[src/include/push_seq_pkg.sv]
// Constants and types shared by the stack push sequencer.
// Operation
// - Push-all saves eight registers fixed order.
// - Stack pointer slot holds pre-instruction value.
// - Each push lowers pointer two, then writes.
// - Push-flags lowers pointer two, writes flags.
// - Low byte at address, high at plus one.
// - No flag changes during either push.
package push_seq_pkg;

  // ----------------------------------------------------------------
  // Widths, counts and reset values
  // ----------------------------------------------------------------
  localparam int          WORD_W        = 16;
  localparam int          REG_COUNT     = 8;
  localparam int          IDX_W         = 3;
  localparam logic [15:0] PUSH_STEP     = 16'h0002;
  localparam logic [15:0] WORD_RESET    = 16'h0000;
  localparam logic [15:0] HIGH_BYTE_OFS = 16'h0001;

  // Slot numbers in push-all order.
  localparam logic [2:0] SLOT_ACCUM     = 3'h0;
  localparam logic [2:0] SLOT_COUNT     = 3'h1;
  localparam logic [2:0] SLOT_DATA      = 3'h2;
  localparam logic [2:0] SLOT_BASE      = 3'h3;
  localparam logic [2:0] SLOT_STACK_PTR = 3'h4;
  localparam logic [2:0] SLOT_BASE_PTR  = 3'h5;
  localparam logic [2:0] SLOT_SRC_IDX   = 3'h6;
  localparam logic [2:0] SLOT_DST_IDX   = 3'h7;
  localparam logic [2:0] SLOT_LAST      = 3'h7;

  // Sequencer states.
  typedef enum logic [1:0] {
    ST_IDLE,
    ST_DECR,
    ST_WRITE,
    ST_WAIT
  } seq_state_t;

endpackage : push_seq_pkg

[src/stack_push_sequencer.sv]
// Execution sequencer for push-all and push-flags instructions.
`timescale 1ns/1ns
module stack_push_sequencer #(
  parameter int WORD_W = push_seq_pkg::WORD_W
) (
  input  wire logic              clock,
  input  wire logic              rst,
  input  wire logic              clock_en,
  input  wire logic              push_all_registers,
  input  wire logic              push_flag_word,
  input  wire logic [WORD_W-1:0] accumulator,
  input  wire logic [WORD_W-1:0] count_register,
  input  wire logic [WORD_W-1:0] data_register,
  input  wire logic [WORD_W-1:0] base_register,
  input  wire logic [WORD_W-1:0] stack_pointer,
  input  wire logic [WORD_W-1:0] base_pointer,
  input  wire logic [WORD_W-1:0] source_index,
  input  wire logic [WORD_W-1:0] destination_index,
  input  wire logic [WORD_W-1:0] flag_word,
  input  wire logic              mem_ready,
  output logic                   busy,
  output logic                   done,
  output logic                   mem_write,
  output logic [WORD_W-1:0]      mem_addr,
  output logic [7:0]             mem_data_low,
  output logic [7:0]             mem_data_high,
  output logic [WORD_W-1:0]      mem_addr_high,
  output logic                   stack_pointer_we,
  output logic [WORD_W-1:0]      stack_pointer_new
);

  // Only a 16-bit word splits evenly into the two byte lanes of the bus.
  if (WORD_W != 16)
  begin : g_bad_width
    $error("stack_push_sequencer: word width must be 16");
  end

  // ----------------------------------------------------------------
  // State
  // ----------------------------------------------------------------
  push_seq_pkg::seq_state_t state_q;
  push_seq_pkg::seq_state_t state_d;
  logic [WORD_W-1:0]        sp_q;
  logic [WORD_W-1:0]        sp_d;
  logic [2:0]               slot_q;
  logic [2:0]               slot_d;
  logic                     is_all_q;
  logic [WORD_W-1:0]        flags_q;
  logic [WORD_W-1:0]        snap_data;
  logic [8*WORD_W-1:0]      snap_words;

  // ----------------------------------------------------------------
  // Decode
  // ----------------------------------------------------------------
  // State test shared by the request, bus and status decodes below.
  function automatic logic in_state(input push_seq_pkg::seq_state_t cur,
                                    input push_seq_pkg::seq_state_t want);
    in_state = (cur == want);
  endfunction : in_state

  // Requests are taken only in idle; push-all wins when both are high.
  wire in_idle     = in_state(state_q, push_seq_pkg::ST_IDLE);
  wire start_all   = in_idle && push_all_registers;
  wire start_flags = in_idle && !push_all_registers && push_flag_word;
  // Push-flags is a single word, so its first slot is also its last.
  wire last_slot   = !is_all_q || (slot_q == push_seq_pkg::SLOT_LAST);
  // The bus word launches from WRITE and is retired by the memory in WAIT.
  wire issue_write = in_state(state_q, push_seq_pkg::ST_WRITE);
  wire word_taken  = in_state(state_q, push_seq_pkg::ST_WAIT) && mem_ready;
  wire seq_end     = word_taken && last_slot;
  wire [WORD_W-1:0] sp_lowered = sp_q - push_seq_pkg::PUSH_STEP;
  wire [WORD_W-1:0] word_out   = is_all_q ? snap_data : flags_q;

  // The snapshot, not the live inputs, feeds every push-all word.
  // fixed save order
  assign snap_words = {destination_index, source_index, base_pointer, stack_pointer,
                       base_register, data_register, count_register, accumulator};

  // Snapshot memory; read index follows the slot counter.
  push_snapshot #(
    .WIDTH (WORD_W),
    .DEPTH (push_seq_pkg::REG_COUNT),
    .AW    (push_seq_pkg::IDX_W)
  ) u_snapshot (
    .clock      (clock),
    .clock_en   (clock_en),
    .load       (start_all),
    .load_words (snap_words),
    .read_index (slot_q),
    .read_data  (snap_data)
  );

  // ----------------------------------------------------------------
  // Next-state decode
  // ----------------------------------------------------------------
  // DECR lowers the pointer and gives the snapshot a cycle to read.
  // Nothing here waits on a counter; each word costs DECR, WRITE and one WAIT or more.
  always_comb
  begin
    state_d = state_q;
    sp_d    = sp_q;
    slot_d  = slot_q;
    case (state_q)
      push_seq_pkg::ST_IDLE:
      begin
        // The slot counter is parked at the first word so the snapshot read is primed.
        slot_d = push_seq_pkg::SLOT_ACCUM;
        if (start_all || start_flags)
        begin
          sp_d    = stack_pointer;
          state_d = push_seq_pkg::ST_DECR;
        end
      end
      push_seq_pkg::ST_DECR:
      begin
        sp_d    = sp_lowered;
        state_d = push_seq_pkg::ST_WRITE;
      end
      push_seq_pkg::ST_WRITE:
      begin
        // The bus registers load on this edge; the pointer holds its value.
        state_d = push_seq_pkg::ST_WAIT;
      end
      push_seq_pkg::ST_WAIT:
      begin
        // Stay here until the memory takes the word; there is no time-out.
        if (mem_ready)
        begin
          if (last_slot)
            state_d = push_seq_pkg::ST_IDLE;
          else
          begin
            slot_d  = slot_q + 3'h1;
            state_d = push_seq_pkg::ST_DECR;
          end
        end
      end
      default:
        state_d = push_seq_pkg::ST_IDLE;
    endcase
  end

  // ----------------------------------------------------------------
  // Registers
  // ----------------------------------------------------------------
  // Sequencer core; the flag word is latched at start and never written back.
  // Every register here holds while clock_en is low, so a frozen sequence resumes intact.
  always_ff @(posedge clock)
  begin
    if (rst)
    begin
      state_q  <= push_seq_pkg::ST_IDLE;
      sp_q     <= push_seq_pkg::WORD_RESET;
      slot_q   <= push_seq_pkg::SLOT_ACCUM;
      is_all_q <= 1'b0;
      flags_q  <= push_seq_pkg::WORD_RESET;
    end
    else if (clock_en)
    begin
      state_q <= state_d;
      sp_q    <= sp_d;
      slot_q  <= slot_d;
      if (start_all || start_flags)
      begin
        is_all_q <= start_all;
        flags_q  <= flag_word;
      end
    end
  end

  // Bus write outputs, registered; held until the memory answers.
  // A ready that arrives while clock_en is low is not seen; the memory must hold it.
  always_ff @(posedge clock)
  begin
    if (rst)
    begin
      mem_write     <= 1'b0;
      mem_addr      <= push_seq_pkg::WORD_RESET;
      mem_addr_high <= push_seq_pkg::WORD_RESET;
      mem_data_low  <= 8'h00;
      mem_data_high <= 8'h00;
    end
    else if (clock_en)
    begin
      if (issue_write)
      begin
        mem_write     <= 1'b1;
        mem_addr      <= sp_q;
        mem_addr_high <= sp_q + push_seq_pkg::HIGH_BYTE_OFS;
        mem_data_low  <= word_out[7:0];
        mem_data_high <= word_out[15:8];
      end
      else if (word_taken)
        mem_write <= 1'b0;
    end
  end

  // Status and final pointer update to the register file.
  always_ff @(posedge clock)
  begin
    if (rst)
    begin
      busy              <= 1'b0;
      done              <= 1'b0;
      stack_pointer_we  <= 1'b0;
      stack_pointer_new <= push_seq_pkg::WORD_RESET;
    end
    else if (clock_en)
    begin
      busy             <= (state_d != push_seq_pkg::ST_IDLE);
      done             <= 1'b0;
      stack_pointer_we <= 1'b0;
      if (seq_end)
      begin
        done              <= 1'b1;
        stack_pointer_we  <= 1'b1;
        stack_pointer_new <= sp_q;
      end
    end
  end

endmodule : stack_push_sequencer

[src/push_snapshot.sv]
// Eight-word snapshot memory holding registers for push-all.
`timescale 1ns/1ns
module push_snapshot #(
  parameter int WIDTH = 16,
  parameter int DEPTH = 8,
  parameter int AW    = 3
) (
  input  wire logic                   clock,
  input  wire logic                   clock_en,
  input  wire logic                   load,
  input  wire logic [DEPTH*WIDTH-1:0] load_words,
  input  wire logic [AW-1:0]          read_index,
  output logic      [WIDTH-1:0]       read_data
);

  // A depth beyond the index range would leave slots that no read can reach.
  if (DEPTH > (1 << AW))
  begin : g_bad_depth
    $error("push_snapshot: depth exceeds address range");
  end

  logic [WIDTH-1:0] mem_q [DEPTH];

  // ----------------------------------------------------------------
  // Storage and registered read
  // ----------------------------------------------------------------
  // All slots load at once so later pointer updates cannot leak in.
  genvar g;
  generate
    for (g = 0; g < DEPTH; g++)
    begin : g_slot
      always_ff @(posedge clock)
      begin
        if (clock_en && load)
          mem_q[g] <= load_words[g*WIDTH +: WIDTH];
      end
    end
  endgenerate

  // Read data comes from a register, one cycle after the index.
  always_ff @(posedge clock)
  begin
    if (clock_en)
      read_data <= mem_q[read_index];
  end

endmodule : push_snapshot

[config.mk]
export PLATFORM = sky130hd
export DESIGN_NAME = stack_push_sequencer
export DESIGN_NICKNAME = d
export VERILOG_FILES = /design/src/include/push_seq_pkg.sv /design/src/stack_push_sequencer.sv /design/src/push_snapshot.sv
export SDC_FILE = /design/constraint.sdc
export NUM_CORES = 1
export LEC_CHECK = 0
export BUFFER_PORTS_ARGS = -buffer_cell sky130_fd_sc_hd__buf_2
export CAP_MARGIN = 20
export CORE_UTILIZATION = 30
export DETAILED_ROUTE_END_ITERATION = 10
export GPL_TIMING_DRIVEN = 1
export PLACE_DENSITY_LB_ADDON = 0.08
export REMOVE_ABC_BUFFERS = 1
export SYNTH_ARGS = -nofsm -noshare
export SYNTH_HDL_FRONTEND = slang
export SYNTH_SLANG_ARGS = --single-unit
[constraint.sdc]
create_clock -name clock -period 36.1 [get_ports clock]
set_input_delay 5.415 -clock clock [delete_from_list [all_inputs] [get_ports clock]]
set_output_delay 5.415 -clock clock [all_outputs]
set_load 0.03 [all_outputs]
==> impl_results.md, run 1 <==
- Status: finished clean
- Pin count of the biggest net entering global routing: 88
- Final hold vios: 0
- Crit path buf inv count: 3
- Main synth FF type: edfxtp_1
- Fin Setup TNS: 0 ns
- Number of global-route vias before repair: 6,586
- Post-synthesis adder-cell area fraction: 0.6292%
- Crit path kind: in2reg
- Final Core Density: 37.86%
- R2R depth: 4
- # Max-Cap Violations: 0
- Area Overhead vs Synth: 23.90%
- Initial antenna violation count: 3
- Detail Placement HPWL: 16,270 µm
- Post-synthesis async set-or-reset flop share: 0%
- Post-layout nets: 1,116
- Post-DRT Antenna Nets: 0
- Simple-gate share of the synthesized area: 10.17%
- RSZ-0062 raised after global routing: no
- WHS: 0.4517 ns
- Peak VDD IR: 0.03515 mV
- Starting Density: 30.56%
- CP top delay family: buffers and inverters
- Worst-path clk slew: 0.06 ns
- Most used cell, CP: buf_4
- CTS Buf Count: 29
- CTS Hold Buffers Added: 0
- Post-CTS setup buffers: 0
- Avg Cell Area, Syn: 12.98 µm²
- Core region area: 32,540 µm²
- Max Root-Sink Buffers: 3
- Largest family of logic cells by synthesized area: multiplexers
- Post-route minimum period: 7.152 ns
- Remaining global-route overflow: 0
- Drt total wl: 25,410 µm
- Vias: 6,551
- # clock sinks: 249
- Post-synthesis cell area: 9943 µm²
- Slew margin rel.: 30.63%
- Worst-path maximum fanout: 78
- Skew-Pair Late Insertion Delay: 0.55 ns
- Post-synth cell types: 49
- Cells on Worst Hold Path: 2
- Post-synth EDFFs: 144
- CTS tree: built
- #FFs+latches synth: 249
- Post_cts resized: 0
- Io pins: 218
- CP Data Required Time: 36.27 ns
- Die area: 33,880 µm²
- H-tree depth: 1
- Share of cells above drive strength 1: 34.08%
- Static leakage: 4.437 nW
- Worst R2R Setup Slack: 33.66 ns
- Wire per inst: 17.81 µm
- Vias per cell: 4.591
- Crit-path slowest cell: buf_4
- Slew @ Worst Pin: 1.041 ns
- Iteration-0 DRC Markers: 370
- GRT Overall Usage: 15.11%
- # DRC: 0
- Seq/Total Area, Yosys: 64.63%
- CP endpoint kind: flip-flop
- Row count: 66
- Die Ht: 184.1 µm
- Root Buffer: clkbuf_16
- Port Buf Inserts: 217
- Post-synthesis compound-gate area fraction: 7.751%
- RD Place Congestion: 0.7736
- Levels on crit path: 5
- Pre-antenna DRT Iters: 4
- Crit path launch type: input port
- Crit path DAT: 7.32 ns
- Peak Freq: 0.1398 GHz
- Die X-Extent: 184.1 µm
- Period utilization: 19.81%
- Syn. warnings: 0
- Setup violators final: 0
- Slew Viols, Final: 0
- Multiplexer share of the synthesized area: 12.39%
- Clock skew: 0.01590 ns
- Synth Area in XOR/XNOR: 1.233%
- Worst hold path class: reg2reg
- Mapped Cells: 766
- Crit path largest cell delay: 0.74 ns
- PwrDens: 52.87 nW/µm²
- Global-route wire length before repair: 38,960 µm
- Worst path cell trace: buf_2 -> buf_4 -> nand2b_1 -> nor3b_2 -> buf_4
## routing by layer
layer	part of all wire (%)	track usage [%]
met1	45	19.64
met5	0.067	0
met3	5.2	3.288
met4	2.1	3.600
met2	47	25.52
## cell families after synthesis
logic type,after synthesis
xor gates and xnor gates,14
and+or+nand+nor,217
DFF,249
muxes,81
adders and majority gates,5
buffers and inverters,74
AOI/OAI and AO/OA,126
## cells in the final DEF (no fill, tap or decap), types with 2 or more instances in the layout
master	instances
nand3_1	9
nor3b_2	3
nand2_1	87
o21ai_0	12
mux2i_1	32
clkbuf_16	29
a21oi_1	58
a31o_2	4
mux4_2	32
buf_2	216
inv_1	10
nor3b_1	4
clkinvlp_4	2
xor2_1	2
mux2_2	17
nor4_1	8
a31oi_1	8
nor2b_1	2
clkinv_1	4
nor2_1	62
diode_2	2
dfxtp_1	102
and3_1	2
clkinv_2	6
nand2b_1	6
nand4_1	10
clkbuf_1	7
buf_4	11
a21o_1	5
and2_1	2
ha_1	5
o211ai_1	2
dfxtp_2	3
a211oi_1	31
xnor2_1	12
edfxtp_1	144
clkbuf_8	3
nor3_1	10
## cell type report
cell class | instances | area [µm²]
diodes | 2 | 5.005
clock buffers | 39 | 793.3
clock inverters | 14 | 98.84
fillers | 3276 | 20220
inverters | 10 | 37.54
multi-input cells | 443 | 3223
flip-flops and latches | 249 | 6430
well taps | 442 | 553.0
repair buffers | 228 | 1179
## stage by stage
stage	total power [mW]	instance area [µm²]	std cells	worst slack, ns
floorplan	0.3587	9663	702	20.35
global placement	0.3822	11410	1371	28.34
detailed placement	0.3822	11410	1371	28.33
CTS	0.6627	12300	1424	28.90
global route	0.6792	12310	1425	28.78
finish	0.6513	12320	1427	28.95
## tightest hold or removal path: cells and delay by family, from the launching register on
family,cells,cell delay [ns]
AND/OR/NAND/NOR,1,0.05
flip-flops,1,0.30
AO/OA/AOI/OAI,1,0.05
## synth_stat cells (4+ instances only)
master    number  share of area (%)
a211oi_1      31                2.3
a21o_1         5               0.38
a21oi_1       58                2.9
a31o_2         4               0.35
a31oi_1        8               0.50
buf_2         17               0.86
clkbuf_1      42                1.6
dfxtp_1      105                 21
edfxtp_1     144                 43
ha_1           5               0.63
inv_1         10               0.38
mux2_2        17                1.9
mux2i_1       32                3.2
mux4_2        32                7.2
nand2_1       87                3.3
nand2b_1       6               0.38
nand3_1        9               0.45
nand4_1       10               0.63
nor2_1        63                2.4
nor3_1        11               0.55
nor3b_1        5               0.38
nor4_1         8               0.50
o21ai_0       12               0.60
xnor2_1       12                1.1
## where the power goes
group	leakage (nW)	total, mW	switching, mW	internal (mW)
combinational	1.80	0.0499	0.0297	0.0203
clock	0.436	0.276	0.116	0.160
sequential	2.20	0.325	0.0102	0.315
total	4.44	0.651	0.156	0.496
## flip-flops by register name (all words and copies together) (netlist names), 2 cells and up
register / flops
slot_q: 3
mem_addr_high: 16
u_snapshot.read_data: 16
stack_pointer_new: 16
mem_addr: 16
sp_q: 16
mem_data_high: 8
flags_q: 16
state_q: 2
mem_data_low: 8
u_snapshot.mem_q: 128
## worst paths after layout
| kind | to | start |
|---|---|---|
| max | u_snapshot.mem_q[4][3] | clock_en |
| min reg2reg | mem_addr[4] | mem_addr[4] |
| min | mem_addr[4] | mem_addr[4] |
| max reg2reg | sp_q[7] | state_q[1] |
No activity file was read; power rests on OpenSTA's default activity.
==> inputs of run 2 (changes only) <==
==> constraint.sdc (replaced) <==
create_clock -name clock -period 6.5 [get_ports clock]
set_input_delay 0.975 -clock clock [delete_from_list [all_inputs] [get_ports clock]]
set_output_delay 0.975 -clock clock [all_outputs]
set_load 0.03 [all_outputs]
==> impl_results.md, run 2 (synthesis results as in run 1) <==
- Iteration-0 DRC Markers: 293
- Die X-Extent: 184.1 µm
- Drt total wl: 25,370 µm
- Number of global-route vias before repair: 6,414
- Overall power: 3.803 mW
- Most common cell after layout, fill and taps aside: buf_2
- GRT Overall Usage: 14.83%
- Most flop-heavy register: u_snapshot.mem_q
- Largest register FFs: 128
- # DRC: 0
- RSZ-0062 raised after global routing: no
- Pin count of the biggest net entering global routing: 78
- Post-DRT Antenna Nets: 0
- Wire per inst: 17.80 µm
- Status: finished clean
- Pre-CTS setup slack: 2.580 ns
- R2R depth: 4
- Vias: 6,536
- Hold_sp: mem_addr[12]
- Worst-path clk slew: 0.05 ns
- H-tree depth: 1
- FF-to-FF Start: state_q[1]
- Slew @ Worst Pin: 1.087 ns
- Final Core Density: 38.17%
- Area Overhead vs Synth: 24.92%
- Slew margin rel.: 27.56%
- Share of cells above drive strength 1: 34.15%
- Io pins: 218
- Post-CTS setup buffers: 0
- Fin Setup TNS: 0 ns
- Initial antenna violation count: 2
- Vias per cell: 4.587
- Post_cts resized: 0
- Die Ht: 184.1 µm
- # Max-Cap Violations: 0
- Cells on Worst Hold Path: 2
- WHS Endpoint: mem_addr[12]
- Peak Freq: 0.3043 GHz
- Final WS setup: 3.214 ns
- CTS Hold Buffers Added: 0
- Max Root-Sink Buffers: 3
- RD Place Congestion: 0.7289
- CP Data Required Time: 6.68 ns
- Port Buf Inserts: 217
- Final hold vios: 0
- Post-layout nets: 1,114
- Row count: 66
- Clock skew: 0.01563 ns
- R2R Path End: u_snapshot.mem_q[1][13]
- Finished Layout Cells: 1,425
- PwrDens: 306.2 nW/µm²
- # clock sinks: 249
- Period utilization: 50.55%
- Crit path kind: in2reg
- CTS tree: built
- Crit path DAT: 3.46 ns
- Worst R2R Setup Slack: 3.77 ns
- Worst-path maximum fanout: 52
- Peak VDD IR: 0.1854 mV
- Starting Density: 30.56%
- Crit path launch type: input port
- Root Buffer: clkbuf_16
- Slew Viols, Final: 0
- Post-route minimum period: 3.286 ns
- Static leakage: 4.487 nW
- CTS Buf Count: 29
- Die area: 33,880 µm²
- Skew-Pair Late Insertion Delay: 0.55 ns
- CP endpoint kind: flip-flop
- Remaining global-route overflow: 0
- Worst hold path class: reg2reg
- Placed cell count: 1,370
- Core region area: 32,540 µm²
- Setup violators final: 0
- Global-route wire length before repair: 38,050 µm
- Most frequent cells in the layout: buf_2, edfxtp_1, dfxtp_1
- Pre-antenna DRT Iters: 4
- Detail Placement HPWL: 16,450 µm
-- run 2: cell types whose count changed in the layout (fill, tap and decap cells not counted) --
| cell | delta |
|---|---|
| buf_4 | -1 |
| buf_8 | -1 |
| bufinv_16 | +4 |
| clkbuf_8 | +3 |
| clkinv_1 | -2 |
| clkinv_2 | -3 |
| clkinvlp_4 | -2 |
-- run 2: final cells by class --
| class | count | area (µm²) |
|---|---|---|
| flip-flops and latches | 249 | 6430 |
| repair buffers | 226 | 1156 |
| fillers | 3267 | 20120 |
| clock inverters | 11 | 181.4 |
| clock buffers | 42 | 834.6 |
| inverters | 10 | 37.54 |
| multi-input cells | 443 | 3223 |
| diodes | 2 | 5.005 |
| well taps | 442 | 553.0 |
-- run 2: worst max path at each step --
stage	startpoint	end	slack, ns	depth (start not counted)
after floorplan	clock_en	u_snapshot.mem_q[0][0]	-4.81	2
after global placement	clock_en	u_snapshot.mem_q[2][13]	2.61	5
after detailed placement	clock_en	u_snapshot.mem_q[1][13]	2.58	5
after CTS	clock_en	u_snapshot.mem_q[1][13]	3.18	5
after global routing	clock_en	u_snapshot.mem_q[0][13]	2.98	5
final	clock_en	u_snapshot.mem_q[1][13]	3.21	5
-- run 2: metal layers --
layer,global-route usage (%),part of all wire (%),up-vias
met2,24.30,47,184
met3,3.447,5.5,37
met1,19.66,45,3090
li1,-,-,3223
met5,0,0.051,-
met4,3.800,2.3,2
-- run 2: critical path: stages --
cell	delay, ns
buf_2	0.59
nand2b_1	0.35
nor3b_2	0.28
buf_4	0.53
buf_4	0.65
-- run 2: metrics by stage --
step / cell area, µm² / hold WS (ns)
after floorplan: 9663 / 0.4296
after global placement: 11400 / 0.4408
after detailed placement: 11400 / 0.4446
after CTS: 12420 / 0.4522
after global routing: 12420 / 0.4750
final: 12420 / 0.4516
-- run 2: where the power goes --
part	switching (mW)	internal (mW)	leakage, nW
Sequential	0.0553	1.75	2.20
Combinational	0.166	0.112	1.79
Clock	0.639	1.08	0.499
Total	0.860	2.94	4.49
